### config.mk
export PLATFORM = sky130hd
export DESIGN_NAME = pll_clock_reset_sequencer
export DESIGN_NICKNAME = d
export VERILOG_FILES = /design/src/inc/pll_seq_pkg.sv /design/src/inc/seq_link_if.sv /design/src/rtl/pll_clock_reset_sequencer.sv /design/src/rtl/clock_phase_divider.sv /design/src/rtl/reset_hold_counter.sv
export VERILOG_INCLUDE_DIRS = /design/src /design/src/inc
export SDC_FILE = /design/constraint.sdc
export NUM_CORES = 1
export LEC_CHECK = 0
export ABC_AREA = 1
export BUFFER_PORTS_ARGS = -buffer_cell sky130_fd_sc_hd__buf_2
export CELL_PAD_IN_SITES_DETAIL_PLACEMENT = 0
export CELL_PAD_IN_SITES_GLOBAL_PLACEMENT = 2
export CORE_MARGIN = 3
export CORE_UTILIZATION = 32
export CTS_CLUSTER_SIZE = 25
export DETAILED_ROUTE_END_ITERATION = 8
export PLACE_DENSITY = 0.81
export SYNTH_ARGS = -nofsm -noshare
export SYNTH_HDL_FRONTEND = slang
export SYNTH_SLANG_ARGS = --single-unit
### constraint.sdc
create_clock -name i_clk -period 1.4 [get_ports i_clk]
set_input_delay 0.07 -clock i_clk [delete_from_list [all_inputs] [get_ports i_clk]]
set_output_delay 0.07 -clock i_clk [all_outputs]
set_load 0.02 [all_outputs]
### src/inc/pll_seq_defines.svh
// constants for the clock and reset sequencer
`ifndef PLL_SEQ_DEFINES_SVH
`define PLL_SEQ_DEFINES_SVH

// ============================================================
// clock rate
`define CLK_FREQ_MHZ 125

// ============================================================
// divider layout: 3-bit phase, bit 0 double rate, bit 1 main, bit 2 half
`define PHASE_W 3
`define PHASE_DBL_BIT 0
`define PHASE_MAIN_BIT 1
`define PHASE_HALF_BIT 2
`define MAIN_OUT_COPIES 3

// ============================================================
// reset hold timing
`define HOLD_MAIN_CYCLES 1024
`define REF_PER_HOLD 512
`define REQ_MIN_PULSE_NS 10
// shortest guaranteed request pulse, rounded down, never below one cycle
`define REQ_QUAL_RAW ((`REQ_MIN_PULSE_NS * `CLK_FREQ_MHZ) / 1000)
`define REQ_QUAL_CYC ((`REQ_QUAL_RAW < 1) ? 1 : `REQ_QUAL_RAW)

// ============================================================
// reset values
`define RST_PHASE 3'h0
`define RST_LEVEL 1'b0

`endif

### src/inc/pll_seq_pkg.sv
// types shared by the clock and reset sequencer
package pll_seq_pkg;

   // ============================================================
   // reset/lock sequence states
   typedef enum logic [2:0] {
      ST_POWER_UP  = 3'b000,
      ST_WAIT_LOCK = 3'b001,
      ST_HOLD      = 3'b010,
      ST_RELEASED  = 3'b011,
      ST_REQUEST   = 3'b100
   } seq_state_t;

endpackage

### src/inc/seq_link_if.sv
// links the sequencer controller with its divider and hold counter
`timescale 1ns/1ps
interface seq_link_if #(
   parameter int CNT_W = 10
);
   logic run;                 // oscillator running
   logic tick_main;           // one pulse per main-clock rising edge
   logic hold_clear;          // restart the hold count
   logic hold_done;           // hold count reached its end
   logic [CNT_W-1:0] hold_count;

   modport divider (
      input run,
      output tick_main
   );
   modport counter (
      input tick_main,
      input hold_clear,
      output hold_done,
      output hold_count
   );
   modport ctrl (
      output run,
      output hold_clear,
      input tick_main,
      input hold_done,
      input hold_count
   );
endinterface

### src/rtl/pll_clock_reset_sequencer.sv
// digital side of the clock driver: clock outputs and processor reset/lock pin
`timescale 1ns/1ps
`include "pll_seq_defines.svh"

module pll_clock_reset_sequencer
   import pll_seq_pkg::*;
#(
   parameter int HOLD_CYCLES = `HOLD_MAIN_CYCLES,
   parameter int REQ_QUAL = `REQ_QUAL_CYC,
   parameter int CNT_W = 10
) (
   input wire logic i_clk,                      // oscillator-rate clock, 125 MHz
   input wire logic i_nrst,                     // async reset, active low
   input wire logic i_loop_en,                  // high: locked operation, low: test mode
   input wire logic i_pll_lock,                 // lock status from the analog loop
   input wire logic i_rst_req_n,                // reset request, active low
   input wire logic i_rst_lock_i,               // level seen on the reset/lock pin
   output logic o_rst_lock_o,                   // reset/lock pin output value, always low
   output logic o_rst_lock_oe,                  // high while the pin is pulled low
   output logic [`MAIN_OUT_COPIES-1:0] o_main_clock_out, // main clock copies
   output logic o_inverted_clock_out,           // main clock, inverted
   output logic o_double_rate_clock_out,        // twice the main rate
   output logic o_half_rate_clock_out,          // half the main rate
   output logic o_loop_feedback,                // half-rate feedback to phase detector
   output logic o_osc_enable,                   // oscillator enable to analog loop
   output logic o_test_mode,                    // static test mode active
   output logic o_locked,                       // synchronised lock status
   output logic o_reset_hold,                   // sequencer holding the pin low
   output logic o_pin_low,                      // pin seen low, from any driver
   output logic [CNT_W-1:0] o_hold_count        // main cycles counted in the hold
);

   // ============================================================
   // parameter checks
   generate
      if (REQ_QUAL < 1 || REQ_QUAL > 255) begin : g_bad_qual
         $error("request qualification length out of range");
      end
      if (HOLD_CYCLES < 1 || HOLD_CYCLES > (1 << CNT_W)) begin : g_bad_hold
         $error("hold count does not fit the counter width");
      end
   endgenerate

   localparam logic [7:0] QUAL_LAST = 8'(REQ_QUAL - 1);

   // ============================================================
   // declarations
   seq_link_if #(.CNT_W(CNT_W)) lnk ();

   logic loop_en_ff;
   logic lock_meta_ff;
   logic lock_sync_ff;
   logic lock_ok;
   logic [7:0] req_low_cnt_ff;
   logic req_low_ff;
   logic pin_seen_ff;
   seq_state_t state_ff;
   seq_state_t nxt_state;
   logic drive_low_ff;
   logic nxt_drive_low;
   logic clear_ff;
   logic nxt_clear;
   logic dbl_w;
   logic main_w;
   logic inv_w;
   logic half_w;

   // ============================================================
   // test mode select
   // loop enable steers oscillator
   always_ff @(posedge i_clk or negedge i_nrst) begin
      if (!i_nrst) begin
         loop_en_ff <= 1'b0;
      end else begin
         loop_en_ff <= i_loop_en;
      end
   end

   // the oscillator is off in test mode, so the divider stands still
   assign lnk.run = loop_en_ff;

   // ============================================================
   // lock synchroniser; the analog lock flag has no timing to this clock
   // two-stage lock sync
   always_ff @(posedge i_clk or negedge i_nrst) begin
      if (!i_nrst) begin
         lock_meta_ff <= 1'b0;
         lock_sync_ff <= 1'b0;
      end else begin
         lock_meta_ff <= i_pll_lock;
         lock_sync_ff <= lock_meta_ff;
      end
   end

   // with the oscillator disabled there is nothing to be locked
   assign lock_ok = lock_sync_ff && loop_en_ff;

   // ============================================================
   // request qualification
   // shortest request still seen
   always_ff @(posedge i_clk or negedge i_nrst) begin
      if (!i_nrst) begin
         req_low_cnt_ff <= 8'h00;
         req_low_ff <= 1'b0;
      end else if (i_rst_req_n) begin
         req_low_cnt_ff <= 8'h00;
         req_low_ff <= 1'b0;
      end else if (req_low_cnt_ff == QUAL_LAST) begin
         req_low_ff <= 1'b1;
      end else begin
         req_low_cnt_ff <= req_low_cnt_ff + 8'h01;
      end
   end

   // ============================================================
   // pin readback: another driver on the wired line also shows here
   always_ff @(posedge i_clk or negedge i_nrst) begin
      if (!i_nrst) begin
         pin_seen_ff <= 1'b0;
      end else begin
         pin_seen_ff <= ~i_rst_lock_i;
      end
   end

   // ============================================================
   // sequence controller
   always_comb begin
      nxt_state = state_ff;
      nxt_drive_low = 1'b1;
      nxt_clear = 1'b0;
      case (state_ff)
         ST_POWER_UP: begin
            nxt_clear = 1'b1;
            if (!i_rst_req_n) begin
               nxt_state = ST_REQUEST;
            end else begin
               nxt_state = ST_WAIT_LOCK;
            end
         end
         ST_WAIT_LOCK: begin
            nxt_clear = 1'b1;
            if (!i_rst_req_n) begin
               nxt_state = ST_REQUEST;
            end else if (lock_ok) begin
               nxt_state = ST_HOLD;
            end
         end
         ST_HOLD: begin
            if (req_low_ff || !i_rst_req_n) begin
               nxt_state = ST_REQUEST;
               nxt_clear = 1'b1;
            end else if (lnk.hold_done) begin
               nxt_state = ST_RELEASED;
               nxt_drive_low = 1'b0;
            end
         end
         ST_RELEASED: begin
            nxt_drive_low = 1'b0;
            if (!i_rst_req_n) begin
               nxt_state = ST_REQUEST;
               nxt_drive_low = 1'b1;
               nxt_clear = 1'b1;
            // the pin doubles as lock indicator, so a lost lock pulls it low
            end else if (!lock_ok) begin
               nxt_state = ST_WAIT_LOCK;
               nxt_drive_low = 1'b1;
               nxt_clear = 1'b1;
            end
         end
         ST_REQUEST: begin
            nxt_clear = 1'b1;
            if (i_rst_req_n) begin
               nxt_state = ST_HOLD;
               nxt_clear = 1'b0;
            end
         end
         default: begin
            nxt_state = ST_POWER_UP;
            nxt_clear = 1'b1;
         end
      endcase
   end

   always_ff @(posedge i_clk or negedge i_nrst) begin
      if (!i_nrst) begin
         state_ff <= ST_POWER_UP;
      end else begin
         state_ff <= nxt_state;
      end
   end

   always_ff @(posedge i_clk or negedge i_nrst) begin
      if (!i_nrst) begin
         drive_low_ff <= 1'b1;
         clear_ff <= 1'b1;
      end else begin
         drive_low_ff <= nxt_drive_low;
         clear_ff <= nxt_clear;
      end
   end

   assign lnk.hold_clear = clear_ff;

   // ============================================================
   // open-drain reset/lock pin
   // only ever pull low
   assign o_rst_lock_o = 1'b0;
   assign o_rst_lock_oe = drive_low_ff;

   // ============================================================
   // clock generation and hold counting
   // divider runs regardless of reset state
   clock_phase_divider u_div (
      .i_clk(i_clk),
      .i_nrst(i_nrst),
      .lnk(lnk.divider),
      .o_double_rate(dbl_w),
      .o_main(main_w),
      .o_inverted(inv_w),
      .o_half_rate(half_w)
   );

   reset_hold_counter #(
      .HOLD_CYCLES(HOLD_CYCLES),
      .CNT_W(CNT_W)
   ) u_hold (
      .i_clk(i_clk),
      .i_nrst(i_nrst),
      .lnk(lnk.counter)
   );

   assign o_inverted_clock_out = inv_w;
   assign o_double_rate_clock_out = dbl_w;
   assign o_main_clock_out = {`MAIN_OUT_COPIES{main_w}};
   assign o_half_rate_clock_out = half_w;
   assign o_loop_feedback = half_w;

   // ============================================================
   // status
   assign o_osc_enable = loop_en_ff;
   assign o_test_mode = ~loop_en_ff;
   assign o_locked = lock_sync_ff;
   assign o_reset_hold = drive_low_ff;
   assign o_pin_low = pin_seen_ff;
   assign o_hold_count = lnk.hold_count;

endmodule // pll_clock_reset_sequencer

### src/rtl/clock_phase_divider.sv
// divider that builds the aligned clock outputs from the oscillator rate
`timescale 1ns/1ps
`include "pll_seq_defines.svh"
module clock_phase_divider
   import pll_seq_pkg::*;
(
   input wire logic i_clk,           // oscillator-rate clock
   input wire logic i_nrst,          // async reset, active low
   seq_link_if.divider lnk,          // run in, main tick out
   output logic o_double_rate,       // twice the main rate
   output logic o_main,              // main clock level
   output logic o_inverted,          // complement of main
   output logic o_half_rate          // half the main rate
);
   logic [`PHASE_W-1:0] phase_ff;
   logic [`PHASE_W-1:0] nxt_phase;
   logic tick_ff;

   // ============================================================
   // phase counter
   // half of main is bit 2
   // counts down so that phase zero, the reset phase, shows every clock low except the inverted one
   assign nxt_phase = lnk.run ? phase_ff - `PHASE_W'(1) : phase_ff;

   always_ff @(posedge i_clk or negedge i_nrst) begin
      if (!i_nrst) begin
         phase_ff <= `RST_PHASE;
      end else begin
         phase_ff <= nxt_phase;
      end
   end

   // ============================================================
   // outputs: double, main and half rise together, and inverted falls, as the phase wraps from zero to seven
   always_ff @(posedge i_clk or negedge i_nrst) begin
      if (!i_nrst) begin
         o_double_rate <= `RST_LEVEL;
         o_main <= `RST_LEVEL;
         o_inverted <= ~`RST_LEVEL;
         o_half_rate <= `RST_LEVEL;
         tick_ff <= 1'b0;
      end else begin
         o_double_rate <= nxt_phase[`PHASE_DBL_BIT];
         o_main <= nxt_phase[`PHASE_MAIN_BIT];
         o_inverted <= ~nxt_phase[`PHASE_MAIN_BIT];
         o_half_rate <= nxt_phase[`PHASE_HALF_BIT];
         tick_ff <= lnk.run && (nxt_phase[`PHASE_MAIN_BIT:0] == 2'h3);
      end
   end

   assign lnk.tick_main = tick_ff;

endmodule // clock_phase_divider

### src/rtl/reset_hold_counter.sv
// counts main-clock cycles of the reset hold
`timescale 1ns/1ps
`include "pll_seq_defines.svh"
module reset_hold_counter
   import pll_seq_pkg::*;
#(
   parameter int HOLD_CYCLES = `HOLD_MAIN_CYCLES,
   parameter int CNT_W = 10
) (
   input wire logic i_clk,           // oscillator-rate clock
   input wire logic i_nrst,          // async reset, active low
   seq_link_if.counter lnk           // tick and clear in, done out
);
   logic [CNT_W-1:0] count_ff;
   logic done_ff;
   localparam logic [CNT_W-1:0] LAST = CNT_W'(HOLD_CYCLES - 1);

   generate
      if (HOLD_CYCLES < 1 || HOLD_CYCLES > (1 << CNT_W)) begin : g_bad_count
         $error("hold count does not fit the counter width");
      end
   endgenerate

   // ============================================================
   // count main cycles after clear
   always_ff @(posedge i_clk or negedge i_nrst) begin
      if (!i_nrst) begin
         count_ff <= '0;
         done_ff <= 1'b0;
      end else if (lnk.hold_clear) begin
         count_ff <= '0;
         done_ff <= 1'b0;
      end else if (lnk.tick_main && !done_ff) begin
         count_ff <= (count_ff == LAST) ? count_ff : count_ff + CNT_W'(1);
         done_ff <= (count_ff == LAST);
      end
   end

   assign lnk.hold_done = done_ff;
   assign lnk.hold_count = count_ff;

endmodule // reset_hold_counter

* Word-level counts from Yosys, hierarchy flattened *
Index checks and enable logic that the tools add are counted.

cells by class
  add/sub/neg operators = 3
  eq/ne operators = 12
  multiplexer cells = 27
  bitwise logic cells = 3
  reduce and logical (&&, ||, !) cells = 12

operator list
  kind                                                   count
  two-way mux 10 bit                                     3
  two-way mux 3 bit                                      9
  two-way mux 8 bit                                      2
  case mux 3 bit (5 select lines)                        1
  adder 10 x 1 -> 10 bit, second input constant          1
  equality test 10 bit, second input constant            1
  two-way mux 1 bit                                      10
  adder 8 x 1 -> 8 bit, second input constant            1
  logical NOT 8 bit                                      1
  equality test 3 x 2 -> 1 bit, second input constant    2
  inequality test 2 bit, second input constant           3
  inequality test 3 bit, second input constant           2
  AND reduction 4 bit                                    1
  nonzero test 2 bit                                     2
  equality test 3 x 1 -> 1 bit, second input constant    1
  equality test 3 bit, second input constant             1
  logical AND 1 bit                                      3
  logical NOT 3 bit                                      1
  inequality test 3 x 2 -> 1 bit, second input constant  1
  inverter 1 bit                                         3
  case mux 1 bit (3 select lines)                        1
  subtractor 3 x 1 -> 3 bit, second input constant       1
  equality test 2 bit, second input constant             1
  logical NOT 1 bit                                      2
  other kinds (3)                                        3

word-level totals
  register bits after elaboration = 37
  input bits = 6
  output and inout bits = 24
  logic and storage cells = 74

* Longest topological paths before layout *
Gate-level depths: netlist of run 1.

  depth after elaboration = 4
  depth in mapped cells = 9
  mapped depth without buffers = 9

* Modules after synthesis *
Synthesis of run 1 repeated with hierarchy kept, for this count alone.

unflattened totals
  cells, all modules = 215
  area total of the unflattened synthesis = 1739.2 µm²

by module, submodules not included
  module                     times used  cells an instance  area each (µm²)  sequential area each (µm²)
  pll_clock_reset_sequencer  1           121                935.9            452.9
  reset_hold_counter         1           74                 600.6            275.3
  clock_phase_divider        1           20                 202.7            126.4

* Worst setup path after synthesis of run 1 *
OpenSTA, ideal clock, no wires.

  path type = reg-to-reg
  from = register u_hold.count_ff[1] (netlist: u_hold.lnk.hold_count[1])
  to = register u_hold.count_ff[1] (netlist: u_hold.lnk.hold_count[1])
  setup time = 126 ps
  data arrival time = 1323 ps
  data required time = 1274 ps
  slack = -49 ps
  stages on the path, launching flop included = 8
  path buffers = 1
  cell sequence = dfrtp_1 ha_1 nand3_2 nor2_4 nand3_4 nand2_4 buf_8 o21ai_0

on the way
  longest elaborated chain between the ends = 4
  elaborated cells between the ends (all ways) = 7
  those cells by class = add/sub (1); eq/ne (2); mux (3); reduce/logical (1)

ends and longest elaborated chain
  what                      line                      RTL
  start: declaration        reset_hold_counter.sv:14  logic [CNT_W-1:0] count_ff;
  start signal: assignment  reset_hold_counter.sv:34  count_ff <= (count_ff == LAST) ? count_ff : count_ff + CNT_W'(1);
  adder 10 x 1 -> 10 bit    reset_hold_counter.sv:34
  two-way mux 10 bit        reset_hold_counter.sv:34
  two-way mux 10 bit        reset_hold_counter.sv:33  end else if (lnk.tick_main && !done_ff) begin
  two-way mux 10 bit        reset_hold_counter.sv:30  end else if (lnk.hold_clear) begin

Several ways; a longest one is shown, not always the timed one. The select of a mux whose other input is x is not followed.
A chain may end at the register's enable or synchronous reset.

* Worst setup path after layout of run 1 *
  from = register u_hold.count_ff[1] (netlist: u_hold.lnk.hold_count[1])
  to = register u_hold.count_ff[4] (netlist: u_hold.lnk.hold_count[4])

Same word-level chain as after synthesis.

==> results by group, run 1 <==
Status
  • Status: finished clean

Final layout
  • N_diodes: 0
  • Area Overhead vs Synth: 28.9%
  • Share of cells above drive strength 1: 0.272
  • Number of fill cells: 541
  • Layout Nets: approximately 270

Min path
  • Worst hold path type: in -> reg

Worst setup path
  • Critical path type: reg -> reg
  • CP delay by family, top: simple AND/OR/NAND/NOR gates
  • Worst-path maximum fanout: 7
  • CP max-delay cell: dfrtp_2
  • Most frequent CP cell: nand3_4
  • Worst path max stage delay: 0.39 ns
  • CP Cell Sequence: ha_4, nand3_4, nor2_4, nand3_4, nand2_8, clkinvlp_4, nand2_1, o21ai_1
  • R2R depth: 8
  • Reg2reg end: u_hold.lnk.hold_count[4]
  • CP required: 1.57 ns
  • Critical Path Source: u_hold.lnk.hold_count[1]
  • Kind of end point of the critical path: flop
  • Worst path bufs/invs: 1
  • Reg2Reg Setup Slack: 0.02 ns
  • CP Capture Point: u_hold.lnk.hold_count[4]
  • WP data arrival: 1.55 ns
  • WP depth: 8
  • Worst reg2reg path startpoint: u_hold.lnk.hold_count[1]
  • Nature of the critical path startpoint: flop

Yosys
  • Yosys warnings: 0
  • Avg Cell Area, Syn: 8.23 sq um
  • Sequential area share after synthesis: 0.479
  • FF+latch count, synth: 34
  • Post-Syn Nets: 227
  • Post-Syn Instances: 217
  • Count of cell types in the netlist: 30
  • Post-Syn Area: 1790 sq um

Routing
  • Drc violations: 0
  • DR pass1 iterations: 4
  • Routed Antenna Nets: 0
  • Drt initial violations: between 40 and 50
  • Routed wire per std cell: 11.4 microns
  • DR vias/cell: 4.47
  • Drt total wl: between 3000 and 4000 microns
  • Via count: 1496

STA
  • Final Hold Viols: 0
  • Skew final: 0.00312 ns
  • RSZ-0062 raised after global routing: yes
  • Sum Neg Setup Slack: 0 ns
  • Final setup vio count: 0
  • Final worst path period need: 1.38 ns
  • Slew Limit Fails: 0
  • FMAX: around 0.72 GHz
  • Final period util: 0.986

Placement
  • Port Buffers: 28
  • Dpl hpwl: 2740 microns
  • Placer Congestion: roughly 0.77

Clock tree
  • CTS sink count: 34
  • Reg clk slew, reported paths: 0.07 ns
  • CTS tree: yes
  • H-tree depth: 2
  • CTS Buf Count: 5
  • Clk_lat worst skew: ~0.28 ns
  • Clk buf depth: 2
  • CTS root buf: clkbuf_8

Floorplan
  • Die area: 6510 sq um
  • Io pins: 30
  • Initial Util: 0.341
  • Die height: 80.7 microns
  • Die Span X: 80.7 microns
  • Core Rows: 26
  • Core area: 5240 sq um

Global route
  • Initial antenna violation count: 0
  • Number of global-route vias before repair: 1381
  • Gr ovfl total: 0
  • Global-route wire length before repair: 6430 microns
  • Largest net degree at the start of global routing: 35
  • GRT Total Usage: 0.130

Power and ir drop
  • Total Power: about 3.6 mW
  • Pwr/cell area: 1590 nW/um^2
  • Peak VDD IR: 0.933 mV
  • Pleak: 1.12 nW

Job
  • Max Cap Viol: 0
cell type report:
type | instances | area (sq um) | share of cell area
clock inverter | 3 | 68.8 | 0.0299
inverter | 29 | 113 | 0.0489
clock buffer | 5 | 68.8 | 0.0299
sequential | 34 | 858 | 0.373
timing repair buffer | 48 | 313 | 0.136
multi-input combinational | 146 | 793 | 0.345
tap | 70 | 87.6 | 0.0380
logic make-up after synthesis:
family          after synthesis  synth area share
simple gates                109             0.281
buf+inv                      37            0.0974
flops                        34             0.479
compound gates               27            0.0883
xor+xnor                      5            0.0245
fa+ha+maj                     4            0.0280
other cells                   1           0.00210
timing repair:
item | CTS | global route
hold endpoints to repair | 34 | 0
setup buffers | 0 | 4
setup endpoints to repair | 0 | 10
gates resized for setup | 0 | 10
hold buffers | 4 | 0
registers in the layout (all words and copies together) (netlist names), 2 cells and up:
signal,count
u_div.phase_ff,2
u_hold.lnk.hold_count,10
req_low_cnt_ff,8
state_ff,3
stage by stage:
stage / cells / setup slack (ns) / util / area [sq um] / hold slack [ns]
2_1_floorplan: 217 / 0.0319 / - / 1790 / -0.226
3_3_place_gp: 319 / 0.0531 / 0.392 / 2050 / 0.138
3_5_place_dp: 319 / 0.0222 / 0.392 / 2050 / 0.139
4_1_cts: 331 / 0.0118 / 0.426 / 2230 / 0.128
5_1_grt: 335 / -0.0894 / 0.440 / 2300 / 0.150
6_report: 335 / 0.0202 / 0.440 / 2300 / 0.134
worst min-delay path: stages:
cell	delay (ns)
buf_2	0.09
buf_4	0.17
a21oi_1	0.05
cell usage after synthesis, drive strengths merged:
master	count	area, sq um
buf	8	65.1
nor3b	1	7.51
inv	28	105
nand3	21	123
xor2	4	35.0
dfstp	3	78.8
nand2	51	199
nand4	8	50.1
o21bai	2	15.0
conb	1	3.75
o31ai	1	7.51
nor3	2	10.0
o211ai	1	7.51
o21ai	15	86.3
xnor2	1	8.76
ha	4	50.1
dfrtp	31	776
a31oi	1	6.26
a21oi	7	35.0
clkinv	1	3.75
nor2	26	113
worst min path at each step:
stage | startpoint | endpoint | cells past startpoint
global route | i_rst_req_n | req_low_cnt_ff[5] | 3
global placement | i_nrst | state_ff[1] | 2
CTS | i_rst_req_n | req_low_ff | 3
detailed placement | i_nrst | u_hold.lnk.hold_count[3] | 2
finish | i_rst_req_n | req_low_ff | 3
floorplan | i_nrst | lock_meta_ff | 0
routing by layer:
| layer | GRT usage | routed length, microns | up-vias |
|---|---|---|---|
| li1 | - | - | 789 |
| met1 | 0.174 | 1890 | 673 |
| met2 | 0.197 | 1700 | 32 |
| met3 | 0.0359 | 172 | 2 |
| met4 | 0.0507 | 42 | 0 |
| met5 | 0 | 0 | - |
placed cells by master, fill, tap and decap left out, types with 2 or more instances in the layout:
master / synthesis / final
a21oi_1: 7 / 7
buf_2: 1 / 28
buf_4: 6 / 15
bufinv_16: 0 / 2
clkbuf_8: 0 / 5
dfrtp_1: 31 / 28
dfrtp_2: 0 / 3
dfstp_2: 3 / 3
dlygate4sd3_1: 0 / 4
ha_1: 4 / 3
inv_1: 27 / 26
nand2_1: 50 / 49
nand3_1: 19 / 19
nand3_4: 1 / 2
nand4_1: 8 / 8
nor2_1: 24 / 22
nor2_2: 0 / 2
nor2_4: 2 / 2
nor3_1: 2 / 2
o21ai_0: 8 / 7
o21ai_1: 4 / 5
o21ai_2: 3 / 3
o21bai_1: 2 / 2
xor2_1: 4 / 4
power breakdown:
part           internal (mW)  switching [mW]  leakage, nW
Sequential              1.18           0.159        0.436
Clock                  0.713           0.371       0.0683
Combinational          0.467           0.754        0.620
Total                   2.37            1.28         1.12
Power figures use the tool's default switching activity.
==> run 2: changes to the inputs <==
Settings changed: CORE_MARGIN 3 to not set.
==> run 2 against run 1 <==
Net effect: clock power decreased by 20%; global-route usage up 0.41 points; final cell count shrank 0.30%.
==> results by group, run 2 (synthesis results as in run 1) <==
Status
  • Status: finished clean

Floorplan
  • Initial Util: 0.341 (unchanged)
  • Die area: 5880 sq um (-9.7%)
  • Io pins: 30 (unchanged)
  • Die height: 76.7 microns (-5.0%)
  • Core Rows: 26 (unchanged)
  • Core area: 5240 sq um (unchanged)
  • Die Span X: 76.7 microns (-5.0%)

Min path
  • Hold EP: req_low_ff
  • Depth of the worst hold-timing path: 3 (unchanged)
  • Hold path start: i_rst_req_n
  • Worst hold path type: in -> reg

Worst setup path
  • CP required: 1.57 ns (about the same)
  • Reg2Reg Setup Slack: 0.01 ns (about the same)
  • WP data arrival: 1.56 ns (about the same)
  • Kind of end point of the critical path: flop
  • Worst-path maximum fanout: 6 (-1)
  • Reg2reg end: u_hold.lnk.hold_count[4]
  • R2R depth: 8 (unchanged)
  • Worst reg2reg path startpoint: u_hold.lnk.hold_count[1]
  • Nature of the critical path startpoint: flop
  • Critical path type: reg -> reg

STA
  • Slew Limit Fails: 0 (unchanged)
  • Final setup vio count: 0 (unchanged)
  • FMAX: 0.722 GHz (-0.42%)
  • Final period util: 0.990 (+0.00420)
  • Skew final: 0.00857 ns (+0.00545 ns)
  • RSZ-0062 raised after global routing: yes
  • Final Hold Viols: 0 (unchanged)
  • Final worst path period need: 1.39 ns (+0.00588 ns)

Global route
  • GR peak layer: met1
  • GRT Total Usage: 0.134 (+0.00408)
  • Initial antenna violation count: 0 (unchanged)
  • Gr ovfl total: 0 (unchanged)
  • Global-route wire length before repair: 6190 microns (-3.7%)
  • Largest net degree at the start of global routing: 35 (unchanged)
  • Global Route met1 Usage: 0.194 (+0.0204)
  • Number of global-route vias before repair: 1293 (-6.4%)
  • Met3 Use GR: 0.0250 (-0.0109)
  • Met2 Use GR: 0.192 (-0.00506)

Final layout
  • Most frequent cells in the layout: nand2_1, dfrtp_1, buf_2
  • Number of fill cells: 546 (+0.92%)
  • Layout Nets: 273 (-0.36%)
  • Area Overhead vs Synth: 26.9%
  • N_diodes: 0 (unchanged)
  • Fin util: 0.433 (-0.00693)
  • Final Cell Area: 2270 sq um (-1.6%)
  • Max reg flops: 10 (unchanged)
  • Share of cells above drive strength 1: 0.265 (-0.00655)
  • Commonest non-fill, non-tap cell in the layout: nand2_1

Routing
  • Drt total wl: 3780 microns (-0.74%)
  • Drt initial violations: 131 (+170%)
  • Routed wire per std cell: 11.3 microns (-0.44%)
  • Via count: 1530 (+2.3%)
  • DR pass1 iterations: 4 (unchanged)
  • DR vias/cell: 4.58 (+2.6%)
  • Drc violations: 0 (unchanged)
  • Routed Antenna Nets: 0 (unchanged)

Clock tree
  • Clk_lat worst skew: 0.28 ns (about the same)
  • CTS Buf Count: 5 (unchanged)
  • H-tree depth: 2 (unchanged)
  • CTS sink count: 34 (unchanged)
  • Clk buf depth: 2 (unchanged)
  • CTS root buf: clkbuf_8
  • CTS tree: yes
  • Reg clk slew, reported paths: 0.08 ns (about the same)

Power and ir drop
  • Peak VDD IR: 0.904 mV (-3.1%)
  • Pleak: 1.11 nW (-1.2%)
  • Pwr/cell area: 1520 nW/um^2 (-4.4%)

Placement
  • Placer Congestion: 0.716 (-6.4%)
  • Port Buffers: 28 (unchanged)
  • Dpl hpwl: 2700 microns (-1.8%)
  • Placed cell areas: 2050 sq um (unchanged)

Job
  • Max Cap Viol: 0 (unchanged)
==> run 2: timing repair <==
action,in CTS,in global routing
endpoints found under the hold margin,34,0
hold buffers,4,0
pin swaps,0,6
buffers inserted,0,3
setup endpoints to repair,3,9
resized for setup,1,7
==> run 2: critical path, cell delays in order (launching register included) <==
cell        delay (ns)
dfrtp_2           0.39
ha_4              0.15
nand3_4           0.09
nor2_4            0.15
nand3_4           0.11
nand2_8           0.12
clkinvlp_4        0.13
nand2_1           0.07
o21ai_1           0.05
==> run 2: layer usage <==
| layer | share of wire | vias up |
|---|---|---|
| met3 | 0.033 | 4 |
| met4 | 0.014 | 0 |
| met2 | 0.45 | 37 |
| met5 | 0 | - |
| li1 | - | 785 |
| met1 | 0.50 | 704 |
==> run 2: area by class of cell <==
cell class	instances	area, sq um	share of cell area
sequential	34	857	0.378
multi-input combinational	146	793	0.350
timing repair buffer	47	305	0.135
inverter	29	113	0.0497
clock buffer	8	110	0.0486
tap	70	87.6	0.0387
==> run 2: worst max-delay path by stage <==
stage,from,cells past startpoint,slack [ns],end
after detailed placement,u_hold.lnk.hold_count[0],7,0.002,u_hold.lnk.hold_count[0]
after floorplan,u_hold.lnk.hold_count[1],7,0.03,u_hold.lnk.hold_count[1]
final,u_hold.lnk.hold_count[1],8,0.01,u_hold.lnk.hold_count[4]
after CTS,u_hold.lnk.hold_count[0],7,0.006,u_hold.lnk.hold_count[0]
after global routing,u_hold.lnk.hold_count[1],8,-0.09,u_hold.lnk.hold_count[4]
after global placement,u_hold.lnk.hold_count[0],8,0.05,u_hold.lnk.hold_count[4]
==> run 2: power by group <==
part	leakage, nW	switching, mW	total [mW]	internal, mW
Clock	0.0575	0.361	0.859	0.497
Combinational	0.616	0.762	1.24	0.477
Sequential	0.438	0.152	1.34	1.18
Total	1.11	1.28	3.43	2.16
==> run 2: metrics by stage <==
step,hold slack (ns),power (mW),TNS [ns],setup slack [ns],std cells
2_1_floorplan,-0.226,2.19,0,0.0319,217
3_3_place_gp,0.145,2.50,0,0.0539,319
3_5_place_dp,0.142,2.50,0,0.00177,319
4_1_cts,0.138,3.39,0,0.00647,331
5_1_grt,0.158,3.67,-0.267,-0.0871,334
6_report,0.147,3.43,0,0.0143,334
